===== src/core/epc_map.svh =====
`ifndef EPC_MAP_SVH
`define EPC_MAP_SVH

// ----------------------------------------
// Register map
// ----------------------------------------
// Control register index 0x1d; bus byte address = 4 * index, compared as a word index
`define EPC_CTRL_INDEX 12'h001d
`define EPC_CTRL_ADDR 14'h001d
// Window of the array, byte addresses on the bus
`define EPC_ARRAY_BASE 16'h2000
`define EPC_ARRAY_TOP 16'h3fff
// Status register, word index of byte address 0x78
`define EPC_STAT_ADDR 14'h001e

// ----------------------------------------
// Field positions and reset values
// ----------------------------------------
`define EPC_PWR_POS 0
`define EPC_LATCH_POS 2
`define EPC_CTRL_RESET 8'h00

// ----------------------------------------
// Timing
// ----------------------------------------
`define EPC_CLK_MHZ 250
`define EPC_PULSE_TIME_US 4000
`define EPC_PULSE_CYCLES (`EPC_PULSE_TIME_US * `EPC_CLK_MHZ)

`endif


===== src/core/epc_pkg.sv =====
package epc_pkg;

   typedef enum logic [1:0] {
      EPC_IDLE = 2'b00,
      EPC_LOAD = 2'b01,
      EPC_BURN = 2'b10
   } epc_phase_t;

   typedef logic [7:0] epc_byte_t;

endpackage : epc_pkg


===== src/core/epc_latch.sv =====
`timescale 1ns/1ns
`include "epc_map.svh"

module epc_latch
   import epc_pkg::*;
#(
   parameter int ADDR_W = 14
) (
   // Clock and reset
   input wire logic sys_clk,
   input wire logic rst_b,
   // Capture request
   input wire logic latch_on,
   input wire logic cap_we,
   input wire logic [ADDR_W-1:0] cap_addr,
   input wire logic [3:0] cap_sel,
   input wire logic [31:0] cap_data,
   // Latched programming word
   output logic [ADDR_W-3:0] blk_addr_reg,
   output logic [31:0] blk_data_reg,
   output logic [3:0] blk_mask_reg,
   output logic blk_err_reg
);

   logic [3:0] mask_next;
   logic err_next;
   wire logic same_blk;
   wire logic first;

   assign first = (blk_mask_reg == 4'h0);
   assign same_blk = first || (cap_addr[ADDR_W-1:2] == blk_addr_reg);
   assign mask_next = blk_mask_reg | cap_sel;
   assign err_next = blk_err_reg || !same_blk;

   // ----------------------------------------
   // Address and data capture
   // ----------------------------------------
   always_ff @(posedge sys_clk) begin
      if (!rst_b || !latch_on) begin
         blk_addr_reg <= '0;
         blk_data_reg <= 32'h0000_0000;
         blk_mask_reg <= 4'h0;
         blk_err_reg <= 1'b0;
      end else if (cap_we && same_blk) begin
         blk_addr_reg <= cap_addr[ADDR_W-1:2];
         for (int i = 0; i < 4; i++) begin
            if (cap_sel[i]) begin
               blk_data_reg[8*i +: 8] <= cap_data[8*i +: 8];
            end
         end
         blk_mask_reg <= mask_next;
      end else if (cap_we) begin
         blk_err_reg <= err_next;
      end
   end

endmodule : epc_latch


===== src/core/epc_timer.sv =====
`timescale 1ns/1ns
`include "epc_map.svh"

module epc_timer
   import epc_pkg::*;
#(
   parameter int PULSE_CYCLES = `EPC_PULSE_CYCLES
) (
   // Clock and reset
   input wire logic sys_clk,
   input wire logic rst_b,
   // Power level
   input wire logic pwr_on,
   // Elapsed flag
   output logic done_reg
);

   localparam int CW = $clog2(PULSE_CYCLES + 1);
   logic [CW-1:0] cnt_reg;
   wire logic at_end;

   assign at_end = (cnt_reg == CW'(PULSE_CYCLES));

   // ----------------------------------------
   // Pulse length counter
   // ----------------------------------------
   always_ff @(posedge sys_clk) begin
      if (!rst_b || !pwr_on) begin
         cnt_reg <= '0;
         done_reg <= 1'b0;
      end else if (!at_end) begin
         cnt_reg <= cnt_reg + CW'(1);
         done_reg <= (cnt_reg == CW'(PULSE_CYCLES - 1));
      end
   end

endmodule : epc_timer


===== src/core/epc_ctrl.sv =====
`timescale 1ns/1ns
`include "epc_map.svh"

// Function
// - Power bit set routes programming power to the array; clear disconnects it.
// - A write setting latch and power together leaves power clear.
// - Power bit can only be set while latch bit already reads one.
// - Clearing the latch bit clears the power bit in the same update.
// - Latch set selects programming paths; clear selects ordinary reads.
// - Array writes with latch set capture address and data for programming.
// - Array reads with latch set return no valid contents.
// - Up to four bytes latch together only within one aligned 4-byte block.
module epc_ctrl
   import epc_pkg::*;
#(
   parameter int ADDR_W = 14,
   parameter int PULSE_CYCLES = `EPC_PULSE_CYCLES
) (
   // Clock and reset
   input wire logic sys_clk,
   input wire logic rst_b,
   // Wishbone slave
   input wire logic wb_cyc_i,
   input wire logic wb_stb_i,
   input wire logic wb_we_i,
   input wire logic [15:0] wb_adr_i,
   input wire logic [3:0] wb_sel_i,
   input wire logic [31:0] wb_dat_i,
   output logic [31:0] wb_dat_o,
   output logic wb_ack_o,
   // Array read port
   output logic [ADDR_W-1:0] arr_rd_addr_reg,
   input wire logic [31:0] arr_rd_data,
   // Array programming port
   output logic eprom_program_control_mode_reg,
   output logic eprom_program_control_power_reg,
   output logic [ADDR_W-3:0] eprom_program_control_addr_reg,
   output logic [31:0] eprom_program_control_data_reg,
   output logic [3:0] eprom_program_control_mask_reg
);

   // ----------------------------------------
   // Control register
   // ----------------------------------------
   logic latch_enable_bit_reg;
   logic program_power_bit_reg;
   logic latch_next;
   logic power_next;
   logic ack_reg;
   logic [31:0] dat_reg;
   logic rd_pend_reg;
   epc_phase_t phase_reg;
   epc_phase_t phase_next;

   wire logic req;
   wire logic hit_ctrl;
   wire logic hit_stat;
   wire logic hit_arr;
   wire logic wr_ctrl;
   wire logic wr_lo;
   wire logic w_latch;
   wire logic w_power;
   wire logic arr_wr;
   wire logic [ADDR_W-3:0] blk_addr;
   wire logic [31:0] blk_data;
   wire logic [3:0] blk_mask;
   wire logic blk_err;
   wire logic pulse_done;
   wire logic [31:0] ctrl_rd;
   wire logic [31:0] stat_rd;
   wire logic [31:0] rd_mux;

   assign req = wb_cyc_i && wb_stb_i && !ack_reg;
   assign hit_ctrl = (wb_adr_i[15:2] == `EPC_CTRL_ADDR);
   assign hit_stat = (wb_adr_i[15:2] == `EPC_STAT_ADDR);
   assign hit_arr = (wb_adr_i >= `EPC_ARRAY_BASE) && (wb_adr_i <= `EPC_ARRAY_TOP);
   assign wr_lo = wb_sel_i[0];
   assign wr_ctrl = req && wb_we_i && hit_ctrl && wr_lo;
   assign w_latch = wb_dat_i[`EPC_LATCH_POS];
   assign w_power = wb_dat_i[`EPC_PWR_POS];
   // only latched mode lets a write reach the capture logic
   assign arr_wr = req && wb_we_i && hit_arr && latch_enable_bit_reg;

   // Next control state
   always_comb begin
      latch_next = latch_enable_bit_reg;
      power_next = program_power_bit_reg;
      if (wr_ctrl) begin
         latch_next = w_latch;
         // Power taken only if latch was already set and stays set
         power_next = w_power && latch_enable_bit_reg && w_latch;
      end
   end

   // Phase of a programming sequence, for status
   always_comb begin
      phase_next = EPC_IDLE;
      if (latch_next && power_next) begin
         phase_next = EPC_BURN;
      end else if (latch_next) begin
         phase_next = EPC_LOAD;
      end
   end

   always_ff @(posedge sys_clk) begin
      if (!rst_b) begin
         latch_enable_bit_reg <= 1'b0;
         program_power_bit_reg <= 1'b0;
         phase_reg <= EPC_IDLE;
      end else begin
         latch_enable_bit_reg <= latch_next;
         program_power_bit_reg <= power_next;
         phase_reg <= phase_next;
      end
   end

   // ----------------------------------------
   // Latches and pulse timer
   // ----------------------------------------
   epc_latch #(
      .ADDR_W(ADDR_W)
   ) u_latch (
      .sys_clk(sys_clk),
      .rst_b(rst_b),
      .latch_on(latch_enable_bit_reg),
      .cap_we(arr_wr),
      .cap_addr(wb_adr_i[ADDR_W-1:0]),
      .cap_sel(wb_sel_i),
      .cap_data(wb_dat_i),
      .blk_addr_reg(blk_addr),
      .blk_data_reg(blk_data),
      .blk_mask_reg(blk_mask),
      .blk_err_reg(blk_err)
   );

   epc_timer #(
      .PULSE_CYCLES(PULSE_CYCLES)
   ) u_timer (
      .sys_clk(sys_clk),
      .rst_b(rst_b),
      .pwr_on(program_power_bit_reg),
      .done_reg(pulse_done)
   );

   // ----------------------------------------
   // Programming outputs
   // ----------------------------------------
   always_ff @(posedge sys_clk) begin
      if (!rst_b) begin
         eprom_program_control_mode_reg <= 1'b0;
         eprom_program_control_power_reg <= 1'b0;
         eprom_program_control_addr_reg <= '0;
         eprom_program_control_data_reg <= 32'h0000_0000;
         eprom_program_control_mask_reg <= 4'h0;
      end else begin
         eprom_program_control_mode_reg <= latch_enable_bit_reg;
         eprom_program_control_power_reg <= program_power_bit_reg;
         eprom_program_control_addr_reg <= blk_addr;
         eprom_program_control_data_reg <= blk_data;
         // Lanes drop together with the mode so no mask is shown outside programming
         eprom_program_control_mask_reg <= latch_enable_bit_reg ? blk_mask : 4'h0;
      end
   end

   // ----------------------------------------
   // Read path and acknowledge
   // ----------------------------------------
   assign ctrl_rd = {29'h0000_0000, latch_enable_bit_reg, 1'b0, program_power_bit_reg};
   assign stat_rd = {24'h0000_00, pulse_done, blk_err, phase_reg, blk_mask};
   // Array contents are hidden while latched
   assign rd_mux = latch_enable_bit_reg ? 32'h0000_0000 : arr_rd_data;

   // Array reads take one extra cycle for the registered address
   always_ff @(posedge sys_clk) begin
      if (!rst_b) begin
         arr_rd_addr_reg <= '0;
         rd_pend_reg <= 1'b0;
      end else begin
         if (req && !wb_we_i && hit_arr && !rd_pend_reg) begin
            arr_rd_addr_reg <= wb_adr_i[ADDR_W-1:0];
         end
         rd_pend_reg <= req && !wb_we_i && hit_arr && !rd_pend_reg;
      end
   end

   always_ff @(posedge sys_clk) begin
      if (!rst_b) begin
         ack_reg <= 1'b0;
         dat_reg <= 32'h0000_0000;
      end else begin
         ack_reg <= req && !(hit_arr && !wb_we_i && !rd_pend_reg);
         if (req && !wb_we_i) begin
            dat_reg <= hit_ctrl ? ctrl_rd : hit_stat ? stat_rd : hit_arr ? rd_mux : 32'h0000_0000;
         end
      end
   end

   assign wb_ack_o = ack_reg;
   assign wb_dat_o = dat_reg;

endmodule : epc_ctrl


===== config.mk =====
export PLATFORM = sky130hd
export DESIGN_NAME = epc_ctrl
export DESIGN_NICKNAME = d
export VERILOG_FILES = /design/src/core/epc_pkg.sv /design/src/core/epc_latch.sv /design/src/core/epc_timer.sv /design/src/core/epc_ctrl.sv
export VERILOG_INCLUDE_DIRS = /design/src /design/src/core
export SDC_FILE = /design/constraint.sdc
export NUM_CORES = 1
export LEC_CHECK = 0
export BUFFER_PORTS_ARGS = -buffer_cell sky130_fd_sc_hd__buf_2
export CORE_MARGIN = 4
export CORE_UTILIZATION = 25
export CTS_BUF_LIST = sky130_fd_sc_hd__clkbuf_4
export CTS_CLUSTER_DIAMETER = 100
export DETAILED_ROUTE_END_ITERATION = 12
export GPL_ROUTABILITY_DRIVEN = 1
export PLACE_DENSITY = 0.53
export SLEW_MARGIN = 20
export SYNTH_ARGS = -nofsm -noshare
export SYNTH_HDL_FRONTEND = slang
export SYNTH_HIERARCHICAL = 1
export SYNTH_SLANG_ARGS = --single-unit

===== constraint.sdc =====
create_clock -name sys_clk -period 4 [get_ports sys_clk]
set_clock_uncertainty 0.2 [all_clocks]
set_input_delay 0.2 -clock sys_clk [delete_from_list [all_inputs] [get_ports sys_clk]]
set_output_delay 0.2 -clock sys_clk [all_outputs]
set_load 0.02 [all_outputs]

======== Word-level counts from Yosys, hierarchy flattened ========
Index checks and enable logic that the tools add are counted.
word-level totals
  input bits .............................. 89
  output and inout bits ................... 97
  word-level logic and storage cells ...... 79
  register bits after elaboration ......... 172
cells by class
  eq/ne operators ......................... 5
  magnitude comparators ................... 2
  multiplexer cells ....................... 8
  add/sub/neg operators ................... 1
  reductions and logical operators ........ 38
  bitwise gates (word level) .............. 3
operator list
  cell                                                                 number
  two-way mux 32 bit                                                   4
  equality test 20 bit, second input constant                          2
  equality test 14 x 5 -> 1 bit, second input constant                 2
  adder 20 x 1 -> 20 bit, second input constant                        1
  logical AND 1 bit                                                    18
  greater-or-equal comparator 16 x 14 -> 1 bit, second input constant  1
  less-or-equal comparator 16 x 14 -> 1 bit, second input constant     1
  equality test 12 bit                                                 1
  AND reduction 2 bit                                                  6
  logical NOT 1 bit                                                    8
  logical NOT 4 bit                                                    1
  logical OR 1 bit                                                     4
  OR 4 bit                                                             1
  two-way mux 1 bit                                                    3
  two-way mux 2 bit                                                    1
  inverter 1 bit                                                       2
  OR reduction 2 bit                                                   1

======== Longest topological paths before layout ========
  word-level depth ........................ 8
  gate-level depth with buffers ........... 9
  depth with buffers taken out ............ 7

======== Hierarchy ========
The synthesis kept the hierarchy.
modules (own cells, without submodules)
  module     cells an instance  area an instance (sq um)  sequential area each (sq um)  times used
  epc_ctrl   287                3,251.9                   2,042.0                       1
  epc_latch  234                1,950.6                   980.9                         1
  epc_timer  115                996.0                     420.4                         1

======== Worst setup path before layout ========
No wires, ideal clock.
  kind .................................... input-to-reg
  from .................................... in wb_adr_i[13]
  to ...................................... reg phase_reg[0]
  library setup time ...................... 0.070 ns
  required time ........................... 3.730 ns
  path slack .............................. 1.881 ns
  arrival time ............................ 1.848 ns
  stages .................................. 5
  buffers on the path ..................... 1
  cell sequence ........................... or4_4 -> or4_4 -> buf_6 -> a2111o_1 -> a21oi_1
between the ends
  cells in the longest elaborated chain, start to end .. 6
  elaborated cells between the ends (all ways) .. 8
  classes of those cells .................. eq/ne: 1; mux: 3; reduce/logical: 4
RTL lines
  item                                       line             RTL
  start, declared                            epc_ctrl.sv:26   input wire logic [15:0] wb_adr_i,
  equality test 14 x 5 -> 1 bit (no line) *  n/a
  logical AND 1 bit * (2 in series)          epc_ctrl.sv:78   assign wr_ctrl = req && wb_we_i && hit_ctrl && wr_lo;
  two-way mux 1 bit                          epc_ctrl.sv:88   if (wr_ctrl) begin
  logical AND 1 bit                          epc_ctrl.sv:98   if (latch_next && power_next) begin
  OR reduction 2 bit (no line)               n/a
  end signal, assigned                       epc_ctrl.sv:113  phase_reg <= phase_next;
  end, declared                              epc_ctrl.sv:52   epc_phase_t phase_reg;
Mark *: on every way between the ends. The rest lies on a longest branch, timed or not.
A chain may end at the register's enable or synchronous reset.

======== Worst setup path in the final report ========
  from .................................... in wb_adr_i[13]
  to ...................................... reg u_latch.blk_data_reg[24]
between the ends
  cells in the longest elaborated chain, start to end .. 6
  elaborated cells between the ends (all ways) .. 9
  classes of those cells .................. order compare: 2; eq/ne: 1; reduce/logical: 6
RTL lines
  item                                                                                                                        line             RTL
  greater-or-equal comparator 16 x 14 -> 1 bit (no line) / less-or-equal comparator 16 x 14 -> 1 bit (equally long branches)  n/a
  logical AND 1 bit *                                                                                                         epc_ctrl.sv:76   assign hit_arr = (wb_adr_i >= `EPC_ARRAY_BASE) && (wb_adr_i <= `EPC_ARRAY_TOP);
  logical AND 1 bit * (2 in series)                                                                                           epc_ctrl.sv:82   assign arr_wr = req && wb_we_i && hit_arr && latch_enable_bit_reg;
  named net arr_wr                                                                                                            epc_ctrl.sv:63   wire logic arr_wr;
  logical AND 1 bit *                                                                                                         epc_latch.sv:44  end else if (cap_we && same_blk) begin
  AND reduction 2 bit (no line) *                                                                                             n/a
  end signal, assigned by index                                                                                               epc_latch.sv:48  blk_data_reg[8*i +: 8] <= cap_data[8*i +: 8];
  end, declared                                                                                                               epc_latch.sv:20  output logic [31:0] blk_data_reg,
The timed path passes the listed nets; every way through them passes the cells marked *.

==> impl_metrics.tcl <==
set metrics [dict create \
    status "complete, no violations" \
    yosysSeqAreaShare_pct 55.6 \
    synth-async-reset-ratio_pct 0 \
    rsz0062_at_grt "false" \
    setup_tns_ps 0 \
    wl_met2_mm 9.04 \
    start_kind "input port" \
    grt_max_degree 46 \
    grt_pass1_vias 5690 \
    cts_buffers 17 \
    ff2ff_path_depth 9 \
    hold_path_class "input port to register" \
    cp_max_fo 24 \
    slew_headroom_pct 38.0 \
    synth.distinct_cells 54 \
    postLayoutCellArea_mm2 0.00911 \
    leakage_uw 0.00371 \
    num_vias 5733 \
    antenna_found_initial 1 \
    clk_latency_ps 560 \
    post-cts-setup-buffer-count 0 \
    wl_met3_mm 1.34 \
    placed_cell_area_mm2 0.00743 \
    finalCriticalPeriod_ps 3750 \
    synth.top_cell.area_share_pct 55.6 \
    finalSetupViolations 0 \
    required_ps 4330 \
    syn_area_mm2 0.00620 \
    max_freq_ghz 0.267 \
    die_w_um 165 \
    place_congestion 0.756 \
    cts_tree "built" \
    drcViolationCount 0 \
    core_mm2 0.0244 \
    dp.cells 1115 \
    cts-root-buf "clkbuf_4" \
    powerDensity_mw_per_mm2 331 \
    ys.flop_type "dfxtp_1" \
    io_pins 186 \
    r2r_start "latch_enable_bit_reg$_SDFF_PN0_" \
    final_nets 1037 \
    layout-drive-gt1-share_pct 25.8 \
    dr.pass1.iters 4 \
    area_growth_syn_to_layout_pct 47.0 \
    fill_cells 2482 \
    hold_viol 0 \
    ys_top_cells_by_area "dfxtp_1, a21oi_1, and2_1" \
    holdPathStages 5 \
    htree_num_levels 4 \
    grt_use_total_pct 13.8 \
    layout.cells.non_filler 1284 \
    crit_path_end_kind "register" \
    path_clk_slew_ps 180 \
    wl_per_cell_um 15.0 \
    die_h_um 165 \
    yosysMostFrequentCell "dfxtp_1" \
    synth_warnings 6 \
    yosys-top-cells-count "dfxtp_1, a21oi_1, and2_1" \
    clock_sinks 172 \
    worstSetupPathType "input port to register" \
    worst-slew-pin-transition_ps 922 \
    die_area_mm2 0.0274 \
    grt-ovfl-total 0 \
    io_buffers 185 \
    synth_cells 636 \
    synth_edf_count 0 \
    synth_top_area_cell "dfxtp_1" \
    post-dp-hpwl_mm 12.6 \
    antenna_left 0 \
    synth.avg_cell_area_um2 9.75 \
    worstPathArrival_ps 4080 \
    initial_core_util_pct 25.4 \
    min_from "wb_cyc_i" \
    fp-row-count 57 \
    post-route-period-util_pct 93.8 \
    grt_pass1_wl_mm 29.7 \
    viasPerCell 4.46 \
    drv_cap 0 \
    drt-initial-drc-count 245 \
    syn_nets 727 \
    met1Wirelength_mm 8.62 \
    irDropWorstVdd_v 0.000181 \
    routed_wirelength_mm 19.2 \
    top_layer "met4" \
    cts_buffer_depth 2 \
    synth-seq-cells 172 \
    final_max_slew_viol_count 0 \
    cp-startpoint "wb_adr_i[13]" \
]
## layout make-up
cell class / instances / area (um^2) / area share, %
flip-flops and latches: 172 / 3440 / 37.8
clock inverters: 15 / 181 / 1.99
clock buffers: 17 / 128 / 1.40
inverters: 14 / 52.6 / 0.577
diodes: 1 / 2.50 / 0.0275
repair buffers: 330 / 2350 / 25.8
multi-input cells: 411 / 2540 / 27.9
well taps: 324 / 405 / 4.45
## routing by layer
layer  GRT usage (%)  vias up
met4            4.05        0
met3            4.29       14
met1            17.1     2692
met2            23.2      173
met5               0        -
li1                -     2854
## through the flow
stage               power [uW]  hold slack (ps)  worst slack [ps]  utilization, %
global placement          1890              214              1230            30.5
global route              3160             38.8              70.7            37.4
floorplan                 1810              126              1880               -
CTS                       3080             7.47               150            37.3
detailed placement        1890              215              1080            30.5
finish                    3020             74.5               249            37.4
## critical path, stage by stage
cell and delay, ps:
dlygate4sd3_1 520, buf_2 150, or3b_2 540, nor3_2 300, and2_1 260, a41o_2 450, buf_4 300, nand3_1 100
dlygate4sd3_1 570, a21oi_1 130, dlygate4sd3_1 570
## power by group
| part | switching (uW) | total (uW) | internal (uW) |
|---|---|---|---|
| Combinational | 91.0 | 199 | 108 |
| Sequential | 2.24 | 1720 | 1720 |
| Clock | 700 | 1100 | 399 |
## placed cells by master (no fill, tap or decap), types with 3 or more instances in the layout
master / count
a21oi_1: 62
a22o_1: 24
a22oi_1: 8
and2_1: 47
and3_1: 5
buf_2: 185
buf_4: 9
clkbuf_4: 17
dfxtp_1: 172
dlygate4sd3_1: 136
inv_1: 14
inv_6: 4
inv_8: 4
mux2i_1: 13
nand2_1: 40
nand3_1: 41
nand4_1: 4
nor2_1: 31
nor4_1: 6
nor4_2: 4
o21ai_0: 46
o31ai_1: 3
or3_1: 8
or4_1: 4
or4b_1: 4
xnor2_1: 5
xor2_1: 17
## cells by family (layout without fill, tap and decap cells)
logic type / count (synthesis) / count (layout) / share of synthesized area (%)
AO/OA/AOI/OAI: 156 / 156 / 15.3
XOR/XNOR: 22 / 22 / 3.11
adder cells (fa/ha/maj): 2 / 2 / 0.404
buffers and inverters: 53 / 376 / 3.77
flip-flops: 172 / 172 / 55.6
multiplexers: 15 / 15 / 2.46
other: 0 / 1 / 0
AND/OR/NAND/NOR: 216 / 216 / 19.4
## what timing repair did
action / CTS / global route
setup endpoints to repair: 0 / 7
resized for setup: 0 / 1
hold buffers: 136 / 0
hold endpoints to repair: 106 / 0
## path summary, 6_finish.rpt
| check | slack (ps) | endpoint |
|---|---|---|
| max | 250 | u_latch/blk_data_reg[24]$_SDFFE_PP0P_ |
| min | 70 | wb_dat_o[0]$_SDFFE_PN0N_ |
| max reg2reg | 330 | u_latch/blk_data_reg[24]$_SDFFE_PP0P_ |
| min reg2reg | 260 | arr_rd_addr_reg[13]$_SDFFE_PN0P_ |
No activity file was read; power rests on OpenSTA's default activity.
